### src/rtl/equalizer_fir_pkg.sv
// constants, types and register map of the equalizer fir coefficient bank
package equalizer_fir_pkg;

   localparam int ADDR_W     = 16;
   localparam int DATA_W     = 32;
   localparam int SAMPLE_W   = 12;
   localparam int SIDE_W     = 12;
   localparam int CENTRE_W   = 18;
   localparam int COEF_W     = 20;
   localparam int NUM_TAPS   = 5;
   localparam int NUM_SIDE   = 4;
   localparam int CENTRE_IDX = 4;
   localparam int FRAC_BITS  = 16;
   localparam int ACC_W      = 36;

   // register indices; byte address is four times the index
   localparam logic [ADDR_W-1:0] IDX_CFG    = 16'h0400;
   localparam logic [ADDR_W-1:0] IDX_STATUS = 16'h0402;
   localparam logic [ADDR_W-1:0] IDX_TAP0   = 16'h0418;
   localparam logic [ADDR_W-1:0] IDX_TAP1   = 16'h041A;
   localparam logic [ADDR_W-1:0] IDX_TAP2   = 16'h041C;
   localparam logic [ADDR_W-1:0] IDX_TAP3   = 16'h041E;
   localparam logic [ADDR_W-1:0] IDX_CENTRE = 16'h0420;

   localparam int SIDE_REG_W   = 16;
   localparam int CENTRE_REG_W = 24;
   localparam int CFG_REG_W    = 8;

   localparam logic [SIDE_REG_W-1:0]   SIDE_RESET   = 16'h0000;
   localparam logic [CENTRE_REG_W-1:0] CENTRE_RESET = 24'h00_0000;
   localparam logic [CFG_REG_W-1:0]    CFG_RESET    = 8'h00;

   // configuration field positions
   localparam int CFG_MODE_LSB  = 0;
   localparam int CFG_MODE_W    = 2;
   localparam int CFG_SCW_LSB   = 2;
   localparam int CFG_SCW_W     = 3;
   localparam int CFG_MERGE_BIT = 5;
   localparam int CFG_SHARE_BIT = 6;
   localparam logic [CFG_SCW_W-1:0] SCW_MAX = 3'h6;

   // status field positions
   localparam int ST_ACTIVE_BIT   = 0;
   localparam int ST_MERGE_BIT    = 1;
   localparam int ST_MODE_RSV_BIT = 2;
   localparam int ST_SCW_CLIP_BIT = 3;
   localparam int ST_LINK_WR_BIT  = 4;
   localparam int ST_LINK_EN_BIT  = 5;

   typedef enum logic [1:0] {
      FM_BYPASS = 2'b00,
      FM_RSVD1  = 2'b01,
      FM_ENABLE = 2'b10,
      FM_RSVD3  = 2'b11
   } filter_mode_e;

   typedef struct packed {
      logic              psel;
      logic              penable;
      logic              pwrite;
      logic [ADDR_W-1:0] paddr;
      logic [DATA_W-1:0] pwdata;
   } apb_req_s;

   typedef struct packed {
      logic                valid;
      logic [SAMPLE_W-1:0] data;
   } sample_s;

   function automatic logic [ADDR_W-1:0] byte_addr(input logic [ADDR_W-1:0] idx);
      byte_addr = {idx[ADDR_W-3:0], 2'b00};
   endfunction

endpackage

### src/rtl/equalizer_fir_bank.sv
// channel a equalizer fir: low tap coefficient bank, config, apb slave, datapath
//
// Added by the designer: register access over APB.
`timescale 1ns/100ps
module equalizer_fir_bank
   import equalizer_fir_pkg::*;
(
   input  wire logic                                   clk_sys_i,
   input  wire logic                                   rst_n_i,
   input  wire equalizer_fir_pkg::apb_req_s            apb_i,
   output logic [equalizer_fir_pkg::DATA_W-1:0]        prdata_o,
   output logic                                        pready_o,
   output logic                                        pslverr_o,
   input  wire logic                                   serial_link_output_enable_i,
   input  wire equalizer_fir_pkg::sample_s             sample_i,
   output equalizer_fir_pkg::sample_s                  sample_o,
   output logic                                        fir_active_o
);
   import equalizer_fir_pkg::*;

   // side taps must fit their registers; one centre tap follows the side taps
   generate
      if (SIDE_W > SIDE_REG_W || CENTRE_W > CENTRE_REG_W || NUM_SIDE + 1 != NUM_TAPS)
      begin : g_chk
         $error("equalizer_fir_bank: register map does not fit the taps");
      end
   endgenerate

   // register storage
   logic [SIDE_REG_W-1:0]   side_coef_reg [NUM_SIDE];
   logic [CENTRE_REG_W-1:0] centre_tap_coefficient_reg;
   logic [CFG_REG_W-1:0]    cfg_reg;
   logic                    link_write_reg;
   logic                    fir_active_reg;

   // bus slave state
   logic                    pready_reg;
   logic                    pslverr_reg;
   logic [DATA_W-1:0]       prdata_reg;

   // decoded configuration
   filter_mode_e            filter_mode_select;
   logic [CFG_SCW_W-1:0]    side_coef_weight_raw;
   logic [CFG_SCW_W-1:0]    side_coef_weight;
   logic                    filter_merge;
   logic                    filter_enable;

   // bus decode
   logic                    access;
   logic                    first_access;
   logic                    do_write;
   logic                    addr_hit;
   logic [DATA_W-1:0]       read_data;
   logic                    filter_reg_write;
   logic                    link_write_set;
   logic                    link_write_clear;

   // per register decode
   logic [NUM_SIDE-1:0]     side_hit;
   logic                    centre_hit;
   logic                    cfg_hit;
   logic                    status_hit;
   logic [NUM_SIDE-1:0]     side_write;
   logic                    centre_write;
   logic                    cfg_write;
   logic                    status_write;

   // coefficient bus to the datapath
   logic [NUM_TAPS-1:0][COEF_W-1:0] coef_bus;
   logic                    mac_valid;
   logic [SAMPLE_W-1:0]     mac_data;

   // side register slot for an address, or NUM_SIDE when none
   function automatic int side_slot(input logic [ADDR_W-1:0] addr);
      if (addr == byte_addr(IDX_TAP0))
         side_slot = 0;
      else if (addr == byte_addr(IDX_TAP1))
         side_slot = 1;
      else if (addr == byte_addr(IDX_TAP2))
         side_slot = 2;
      else if (addr == byte_addr(IDX_TAP3))
         side_slot = 3;
      else
         side_slot = NUM_SIDE;
   endfunction

   function automatic logic is_mapped(input logic [ADDR_W-1:0] addr);
      is_mapped = (side_slot(addr) < NUM_SIDE)
               || (addr == byte_addr(IDX_CENTRE))
               || (addr == byte_addr(IDX_CFG))
               || (addr == byte_addr(IDX_STATUS));
   endfunction

   // configuration field decode
   always_comb
   begin
      filter_mode_select   = filter_mode_e'(cfg_reg[CFG_MODE_LSB +: CFG_MODE_W]);
      side_coef_weight_raw = cfg_reg[CFG_SCW_LSB +: CFG_SCW_W];
      filter_merge         = cfg_reg[CFG_MERGE_BIT];
      // weights above the documented range are held at the top value
      side_coef_weight     = (side_coef_weight_raw > SCW_MAX) ? SCW_MAX : side_coef_weight_raw;
   end

   // only the enable code runs the filter; reserved codes stay in bypass
   always_comb
   begin
      unique case (filter_mode_select)
         FM_ENABLE : filter_enable = 1'b1;
         FM_BYPASS : filter_enable = 1'b0;
         FM_RSVD1  : filter_enable = 1'b0;
         FM_RSVD3  : filter_enable = 1'b0;
      endcase
   end

   // apb handshake: one wait state, write and read data at pready edge
   always_comb
   begin
      access       = apb_i.psel & apb_i.penable;
      first_access = access & ~pready_reg;
      addr_hit     = is_mapped(apb_i.paddr);
      do_write     = access & pready_reg & apb_i.pwrite & addr_hit;
   end

   // one hit line per register for the write enables; the read mux shares only the centre, cfg and status hits
   always_comb
   begin
      for (int i = 0; i < NUM_SIDE; i++)
      begin
         side_hit[i]   = (side_slot(apb_i.paddr) == i);
         side_write[i] = do_write && side_hit[i];
      end
      centre_hit   = (apb_i.paddr == byte_addr(IDX_CENTRE));
      cfg_hit      = (apb_i.paddr == byte_addr(IDX_CFG));
      status_hit   = (apb_i.paddr == byte_addr(IDX_STATUS));
      centre_write = do_write && centre_hit;
      cfg_write    = do_write && cfg_hit;
      status_write = do_write && status_hit;
   end

   always_comb
   begin
      read_data = '0;
      if (side_slot(apb_i.paddr) < NUM_SIDE)
      begin
         read_data[SIDE_REG_W-1:0] = side_coef_reg[side_slot(apb_i.paddr)];
      end
      else if (centre_hit)
      begin
         read_data[CENTRE_REG_W-1:0] = centre_tap_coefficient_reg;
      end
      else if (cfg_hit)
      begin
         read_data[CFG_REG_W-1:0] = cfg_reg;
      end
      else if (status_hit)
      begin
         read_data[ST_ACTIVE_BIT]   = fir_active_reg;
         read_data[ST_MERGE_BIT]    = filter_merge;
         read_data[ST_MODE_RSV_BIT] = filter_mode_select[0];
         read_data[ST_SCW_CLIP_BIT] = (side_coef_weight_raw > SCW_MAX);
         read_data[ST_LINK_WR_BIT]  = link_write_reg;
         read_data[ST_LINK_EN_BIT]  = serial_link_output_enable_i;
      end
   end

   always_ff @(posedge clk_sys_i or negedge rst_n_i)
   begin
      if (!rst_n_i)
      begin
         pready_reg <= 1'b0;
      end
      else
      begin
         pready_reg <= first_access;
      end
   end

   always_ff @(posedge clk_sys_i or negedge rst_n_i)
   begin
      if (!rst_n_i)
      begin
         prdata_reg  <= '0;
         pslverr_reg <= 1'b0;
      end
      else if (first_access)
      begin
         prdata_reg  <= apb_i.pwrite ? '0 : read_data;
         pslverr_reg <= ~addr_hit;
      end
      else
      begin
         prdata_reg  <= '0;
         pslverr_reg <= 1'b0;
      end
   end

   // side coefficient registers, full 16 bits stored
   always_ff @(posedge clk_sys_i or negedge rst_n_i)
   begin
      if (!rst_n_i)
      begin
         for (int i = 0; i < NUM_SIDE; i++)
         begin
            side_coef_reg[i] <= SIDE_RESET;
         end
      end
      else
      begin
         for (int i = 0; i < NUM_SIDE; i++)
         begin
            if (side_write[i])
            begin
               side_coef_reg[i] <= apb_i.pwdata[SIDE_REG_W-1:0];
            end
         end
      end
   end

   // centre tap register, full 24 bits stored
   always_ff @(posedge clk_sys_i or negedge rst_n_i)
   begin
      if (!rst_n_i)
      begin
         centre_tap_coefficient_reg <= CENTRE_RESET;
      end
      else if (centre_write)
      begin
         centre_tap_coefficient_reg <= apb_i.pwdata[CENTRE_REG_W-1:0];
      end
   end

   always_ff @(posedge clk_sys_i or negedge rst_n_i)
   begin
      if (!rst_n_i)
      begin
         cfg_reg <= CFG_RESET;
      end
      else if (cfg_write)
      begin
         cfg_reg <= apb_i.pwdata[CFG_REG_W-1:0];
      end
   end

   // sticky flag: filter register written while the serial link runs
   always_comb
   begin
      filter_reg_write = do_write && !status_hit;
      link_write_set   = filter_reg_write & serial_link_output_enable_i;
      link_write_clear = status_write && apb_i.pwdata[ST_LINK_WR_BIT];
   end

   always_ff @(posedge clk_sys_i or negedge rst_n_i)
   begin
      if (!rst_n_i)
      begin
         link_write_reg <= 1'b0;
      end
      else if (link_write_set)
      begin
         link_write_reg <= 1'b1;
      end
      else if (link_write_clear)
      begin
         link_write_reg <= 1'b0;
      end
   end

   always_ff @(posedge clk_sys_i or negedge rst_n_i)
   begin
      if (!rst_n_i)
      begin
         fir_active_reg <= 1'b0;
      end
      else
      begin
         fir_active_reg <= filter_enable;
      end
   end

   // coefficient alignment; same taps serve dual and merged operation
   generate
      for (genvar g = 0; g < NUM_SIDE; g++)
      begin : g_side
         coef_align #(
            .IN_W  (SIDE_W),
            .OUT_W (COEF_W),
            .SIDE  (1'b1)
         ) u_side (
            .raw_i    (side_coef_reg[g][SIDE_W-1:0]),
            .weight_i (side_coef_weight),
            .coef_o   (coef_bus[g])
         );
      end
   endgenerate

   coef_align #(
      .IN_W  (CENTRE_W),
      .OUT_W (COEF_W),
      .SIDE  (1'b0)
   ) u_centre (
      .raw_i    (centre_tap_coefficient_reg[CENTRE_W-1:0]),
      .weight_i (side_coef_weight),
      .coef_o   (coef_bus[CENTRE_IDX])
   );

   fir_mac #(
      .SAMPLE_W (SAMPLE_W),
      .COEF_W   (COEF_W),
      .NUM_TAPS (NUM_TAPS),
      .ACC_W    (ACC_W),
      .FRAC     (FRAC_BITS)
   ) u_mac (
      .clk_sys_i   (clk_sys_i),
      .rst_n_i     (rst_n_i),
      .enable_i    (filter_enable),
      .in_valid_i  (sample_i.valid),
      .in_data_i   (sample_i.data),
      .coef_i      (coef_bus),
      .out_valid_o (mac_valid),
      .out_data_o  (mac_data)
   );

   always_comb
   begin
      sample_o.valid = mac_valid;
      sample_o.data  = mac_data;
      prdata_o       = prdata_reg;
      pready_o       = pready_reg;
      pslverr_o      = pslverr_reg;
      fir_active_o   = fir_active_reg;
   end
endmodule

### src/rtl/coef_align.sv
// sign extension and side weight alignment of one coefficient
`timescale 1ns/100ps
module coef_align #(
   parameter int IN_W  = 12,
   parameter int OUT_W = 20,
   parameter bit SIDE  = 1'b1
) (
   input  wire logic [IN_W-1:0]         raw_i,
   input  wire logic [2:0]              weight_i,
   output logic signed [OUT_W-1:0]      coef_o
);
   logic signed [OUT_W-1:0] ext;

   generate
      if (OUT_W < IN_W + (SIDE ? 6 : 0))
      begin : g_chk
         $error("coef_align: OUT_W too narrow for shift");
      end
   endgenerate

   always_comb
   begin
      ext = signed'({{(OUT_W-IN_W){raw_i[IN_W-1]}}, raw_i});
      coef_o = SIDE ? (ext <<< weight_i) : ext;
   end
endmodule

### src/rtl/fir_mac.sv
// tapped delay line with multiply accumulate and saturation
`timescale 1ns/100ps
module fir_mac #(
   parameter int SAMPLE_W = 12,
   parameter int COEF_W   = 20,
   parameter int NUM_TAPS = 5,
   parameter int ACC_W    = 36,
   parameter int FRAC     = 16
) (
   input  wire logic                                clk_sys_i,
   input  wire logic                                rst_n_i,
   input  wire logic                                enable_i,
   input  wire logic                                in_valid_i,
   input  wire logic [SAMPLE_W-1:0]                 in_data_i,
   input  wire logic [NUM_TAPS-1:0][COEF_W-1:0]     coef_i,
   output logic                                     out_valid_o,
   output logic [SAMPLE_W-1:0]                      out_data_o
);
   localparam logic signed [ACC_W-1:0] SAT_MAX = ACC_W'((2**(SAMPLE_W-1)) - 1);
   localparam logic signed [ACC_W-1:0] SAT_MIN = -ACC_W'(2**(SAMPLE_W-1));

   logic [SAMPLE_W-1:0]           line_reg [NUM_TAPS-1];
   logic signed [ACC_W-1:0]       acc;
   logic signed [ACC_W-1:0]       scaled;
   logic signed [SAMPLE_W+COEF_W-1:0] prod;
   logic [SAMPLE_W-1:0]           win;

   generate
      if (NUM_TAPS < 2 || ACC_W < SAMPLE_W + COEF_W + 3)
      begin : g_chk
         $error("fir_mac: unsupported tap count or accumulator width");
      end
   endgenerate

   always_comb
   begin
      acc  = '0;
      prod = '0;
      win  = '0;
      for (int k = 0; k < NUM_TAPS; k++)
      begin
         win  = (k == 0) ? in_data_i : line_reg[(k == 0) ? 0 : k-1];
         prod = $signed(win) * $signed(coef_i[k]);
         acc  = acc + ACC_W'(prod);
      end
      scaled = acc >>> FRAC;
   end

   always_ff @(posedge clk_sys_i or negedge rst_n_i)
   begin
      if (!rst_n_i)
      begin
         for (int k = 0; k < NUM_TAPS-1; k++)
         begin
            line_reg[k] <= '0;
         end
      end
      else if (in_valid_i)
      begin
         line_reg[0] <= in_data_i;
         for (int k = 1; k < NUM_TAPS-1; k++)
         begin
            line_reg[k] <= line_reg[k-1];
         end
      end
   end

   always_ff @(posedge clk_sys_i or negedge rst_n_i)
   begin
      if (!rst_n_i)
      begin
         out_valid_o <= 1'b0;
         out_data_o  <= '0;
      end
      else
      begin
         out_valid_o <= in_valid_i;
         if (in_valid_i)
         begin
            if (!enable_i)
               out_data_o <= in_data_i;
            else if (scaled > SAT_MAX)
               out_data_o <= SAT_MAX[SAMPLE_W-1:0];
            else if (scaled < SAT_MIN)
               out_data_o <= SAT_MIN[SAMPLE_W-1:0];
            else
               out_data_o <= scaled[SAMPLE_W-1:0];
         end
      end
   end
endmodule

### config.mk
export PLATFORM = sky130hd
export DESIGN_NAME = equalizer_fir_bank
export DESIGN_NICKNAME = d
export VERILOG_FILES = /design/src/rtl/equalizer_fir_pkg.sv /design/src/rtl/equalizer_fir_bank.sv /design/src/rtl/coef_align.sv /design/src/rtl/fir_mac.sv
export SDC_FILE = /design/constraint.sdc
export NUM_CORES = 2
export LEC_CHECK = 0
export ABC_AREA = 1
export BUFFER_PORTS_ARGS = -buffer_cell sky130_fd_sc_hd__buf_2
export CAP_MARGIN = 20
export CORE_ASPECT_RATIO = 0.6
export CORE_MARGIN = 1
export CORE_UTILIZATION = 46
export DETAILED_ROUTE_END_ITERATION = 7
export PLACE_DENSITY = 0.61
export SLEW_MARGIN = 20
export SYNTH_ARGS = -nofsm -noshare
export SYNTH_HDL_FRONTEND = slang
export SYNTH_HIERARCHICAL = 1
export SYNTH_SLANG_ARGS = --single-unit
### constraint.sdc
create_clock -name clk_sys_i -period 13.2 [get_ports clk_sys_i]
set_clock_uncertainty 0.15 [all_clocks]
set_input_delay 1.32 -clock clk_sys_i [delete_from_list [all_inputs] [get_ports clk_sys_i]]
set_output_delay 1.32 -clock clk_sys_i [all_outputs]
set_load 0.1 [all_outputs]
==> results.ini <==
[detailed_routing]
highest_layer = met4
wl_per_cell_um = 19.3
drcViolationCount = 0
wl_met2_mm = 68.2
firstDrtPassIters = 5
drt-met1-wl_mm = 70.9
routed_wl_mm = 157
viasPerCell = 4.98
dr_wl_met3_mm = 15.5
drt_iter0_drc = 3922
postRouteAntennaNets = 0
routed-via-count = 40500

[layout]
utilization = 0.484
stdcell_count = 8135
fillers = 11600
drive_gt1_frac = 0.0513
areaGrowthSynthToFinish_pct = 3.54
largest_reg_flops = 64
multi_input_area_um2 = 41300
regArea_um2 = 4630
num-nets-final = 8197

[timing]
max_slew.worst_pin.slew_ns = 1.22
rsz0062_at_grt = false
post-route-period-util = 0.825
setup_ws_ns = 2.31
max_freq_mhz = 91.8
drv_slew = 0
finalHoldViolCount = 0
setup_viol = 0
fin_crit_ns = 10.89
finalSetupTns_ns = 0
relSlewSlack = 0.189

[synth]
yosysMostFrequentCell = inv_1
ys.flop_type = dfrtp_1
synth_top_cell_by_area = fa_1
synth_edf_count = 0
synth_top_area_frac = 0.497
ys_seq_area_frac = 0.0841
synth_area_leaders = fa_1 (50%), inv_1 (14%), nand2_1 (12%)
syn_inst = 6697
async_flop_share = 1.00
syn_area_um2 = 55100
yosysWarnings = 6
synth_common_cells = inv_1 (2000), nand2_1 (1755), fa_1 (1368)
avgSynthCellArea_um2 = 8.22
synth.distinct_cells = 46
synth-seq-cells = 185

[power]
combPwrFrac = 0.733
power_leakage_nw = 33.2
p_seq_frac = 0.147
swShare = 0.592
clkPwrFrac = 0.120
power.net_switching_w = 0.00276
p_int_w = 0.00190
power_density_nw_per_um2 = 81.7
worst_ir_drop_vdd_mv = 0.144

[hold_path]
min_path_type = flip-flop to flip-flop
min_from = side_coef_reg[45]
worstHoldEndpoint = side_coef_reg[45]
whs_path_depth = 2

[global_routing]
grt_max_degree = 74
antenna_found_initial = 0
grt_pass1_wl_mm = 252
grt_overflow_total = 0
first_global_vias = 43000
grtUsageTotal = 0.273

[cts]
insertion_delay_ns = 0.53
clk_pin_slew_worst_paths_ns = 0.09
htree_num_levels = 4
post_cts_resized = 0
clock_path_buffers = 2
numCtsBuffers = 17
cts_tree = yes
clock-sinks = 185
postCtsSetupBuffers = 0
cts_root_buf = clkbuf_16
hold_buffers = 0

[placed_design]
gp_congestion = 0.983
place_inst = 8099
port_buffers = 98
dp_hpwl_mm = 136
post-place-ws_ns = 2.57

[critical_path]
critical_path.max_stage_delay_ns = 0.62
cp.arrival_ns = 11.19
path_max_fanout = 20
cp-end-kind = flip-flop
r2r_setup_slack_ns = 2.31
startpoint_type = flip-flop
required_ns = 13.50
rr_endpoint = u_mac/out_data_o[8]
crit_path_top_delay_cell = fa_1
crit_top_cell = nand2_1
r2r_cells = 37
crit_type = flip-flop to flip-flop
rr_startpoint = cfg_reg[2]

[floorplanning]
start_util = 0.468
dieWidth_um = 449
rows = 97
ioPinCount = 115
dieHeight_um = 270
coreArea_um2 = 118000
die_area_um2 = 121000

[run_status]
outcome = complete, no violations

[run]
maxCapViolations = 0

[worst max-delay path: cells and delay by family (launching register included)]
family	cells	cell delay (ns)
flops	1	0.42
xor+xnor	1	0.26
buf+inv	6	0.83
fa+ha+maj	11	5.26
compound gates	4	1.64
simple gates	15	2.23
[cell type report]
cell class	count	area share
Clock inverter	14	0.00279
Tap cell	1584	0.0348
Clock buffer	18	0.00753
Inverter	2016	0.133
Sequential cell	185	0.0813
Antenna cell	1	0.0000439
Timing Repair Buffer	148	0.0158
Multi-Input combinational cell	4169	0.725
[power by group through the flow]
| stage | combinational [W] | clock, W | sequential (W) |
|---|---|---|---|
| final | 0.00341 | 0.000559 | 0.000686 |
| after global routing | 0.00373 | 0.000588 | 0.000691 |
| after CTS | 0.00332 | 0.000565 | 0.000681 |
| after detailed placement | 0.00329 | 0 | 0.000693 |
| after global placement | 0.00329 | 0 | 0.000691 |
| after floorplan | 0.00225 | 0 | 0.000639 |
[placed cells by master (no fill, tap or decap), types with 50 or more instances in the layout]
master      n
o21ai_0   102
inv_1    2000
nand2_1  1755
dfrtp_1   182
fa_1     1368
o21ai_1    50
ha_1      225
buf_2      97
nand3_1   179
or2_2      60
a21oi_1    59
nor2_1    153
[worst max-delay path by stage]
| stage | slack (ns) | endpoint | start |
|---|---|---|---|
| floorplan | 3.77 | u_mac/out_data_o[2] | cfg_reg[4] |
| global placement | 2.63 | u_mac/out_data_o[2] | cfg_reg[2] |
| detailed placement | 2.57 | u_mac/out_data_o[3] | cfg_reg[2] |
| CTS | 2.53 | u_mac/out_data_o[3] | cfg_reg[2] |
| global route | 1.77 | u_mac/out_data_o[3] | cfg_reg[2] |
| finish | 2.31 | u_mac/out_data_o[8] | cfg_reg[2] |
[layer usage]
layer,up-vias,track usage
li1,18300,-
met1,20600,0.408
met2,1549,0.409
met3,128,0.0675
met4,0,0.0439
met5,-,0
[metrics by stage]
stage | total power (W) | instance area [µm²] | hold WS (ns)
finish | 0.00466 | 57000 | 0.333
global route | 0.00501 | 57000 | 0.348
CTS | 0.00456 | 57000 | 0.337
detailed placement | 0.00398 | 56400 | 0.317
global placement | 0.00398 | 56400 | 0.305
floorplan | 0.00289 | 55100 | 0.296
[cells by family (layout without fill, tap and decap cells)]
logic type,after synthesis,after routing,share of synthesized area
AO/OA/AOI/OAI,242,242,0.0234
XOR/XNOR,24,24,0.00395
adder cells (fa/ha/maj),1593,1593,0.548
buffers and inverters,2350,2196,0.166
flip-flops,185,185,0.0841
other,1,9,0.0000681
AND/OR/NAND/NOR,2302,2302,0.174
(Power assumes the default switching activity.)
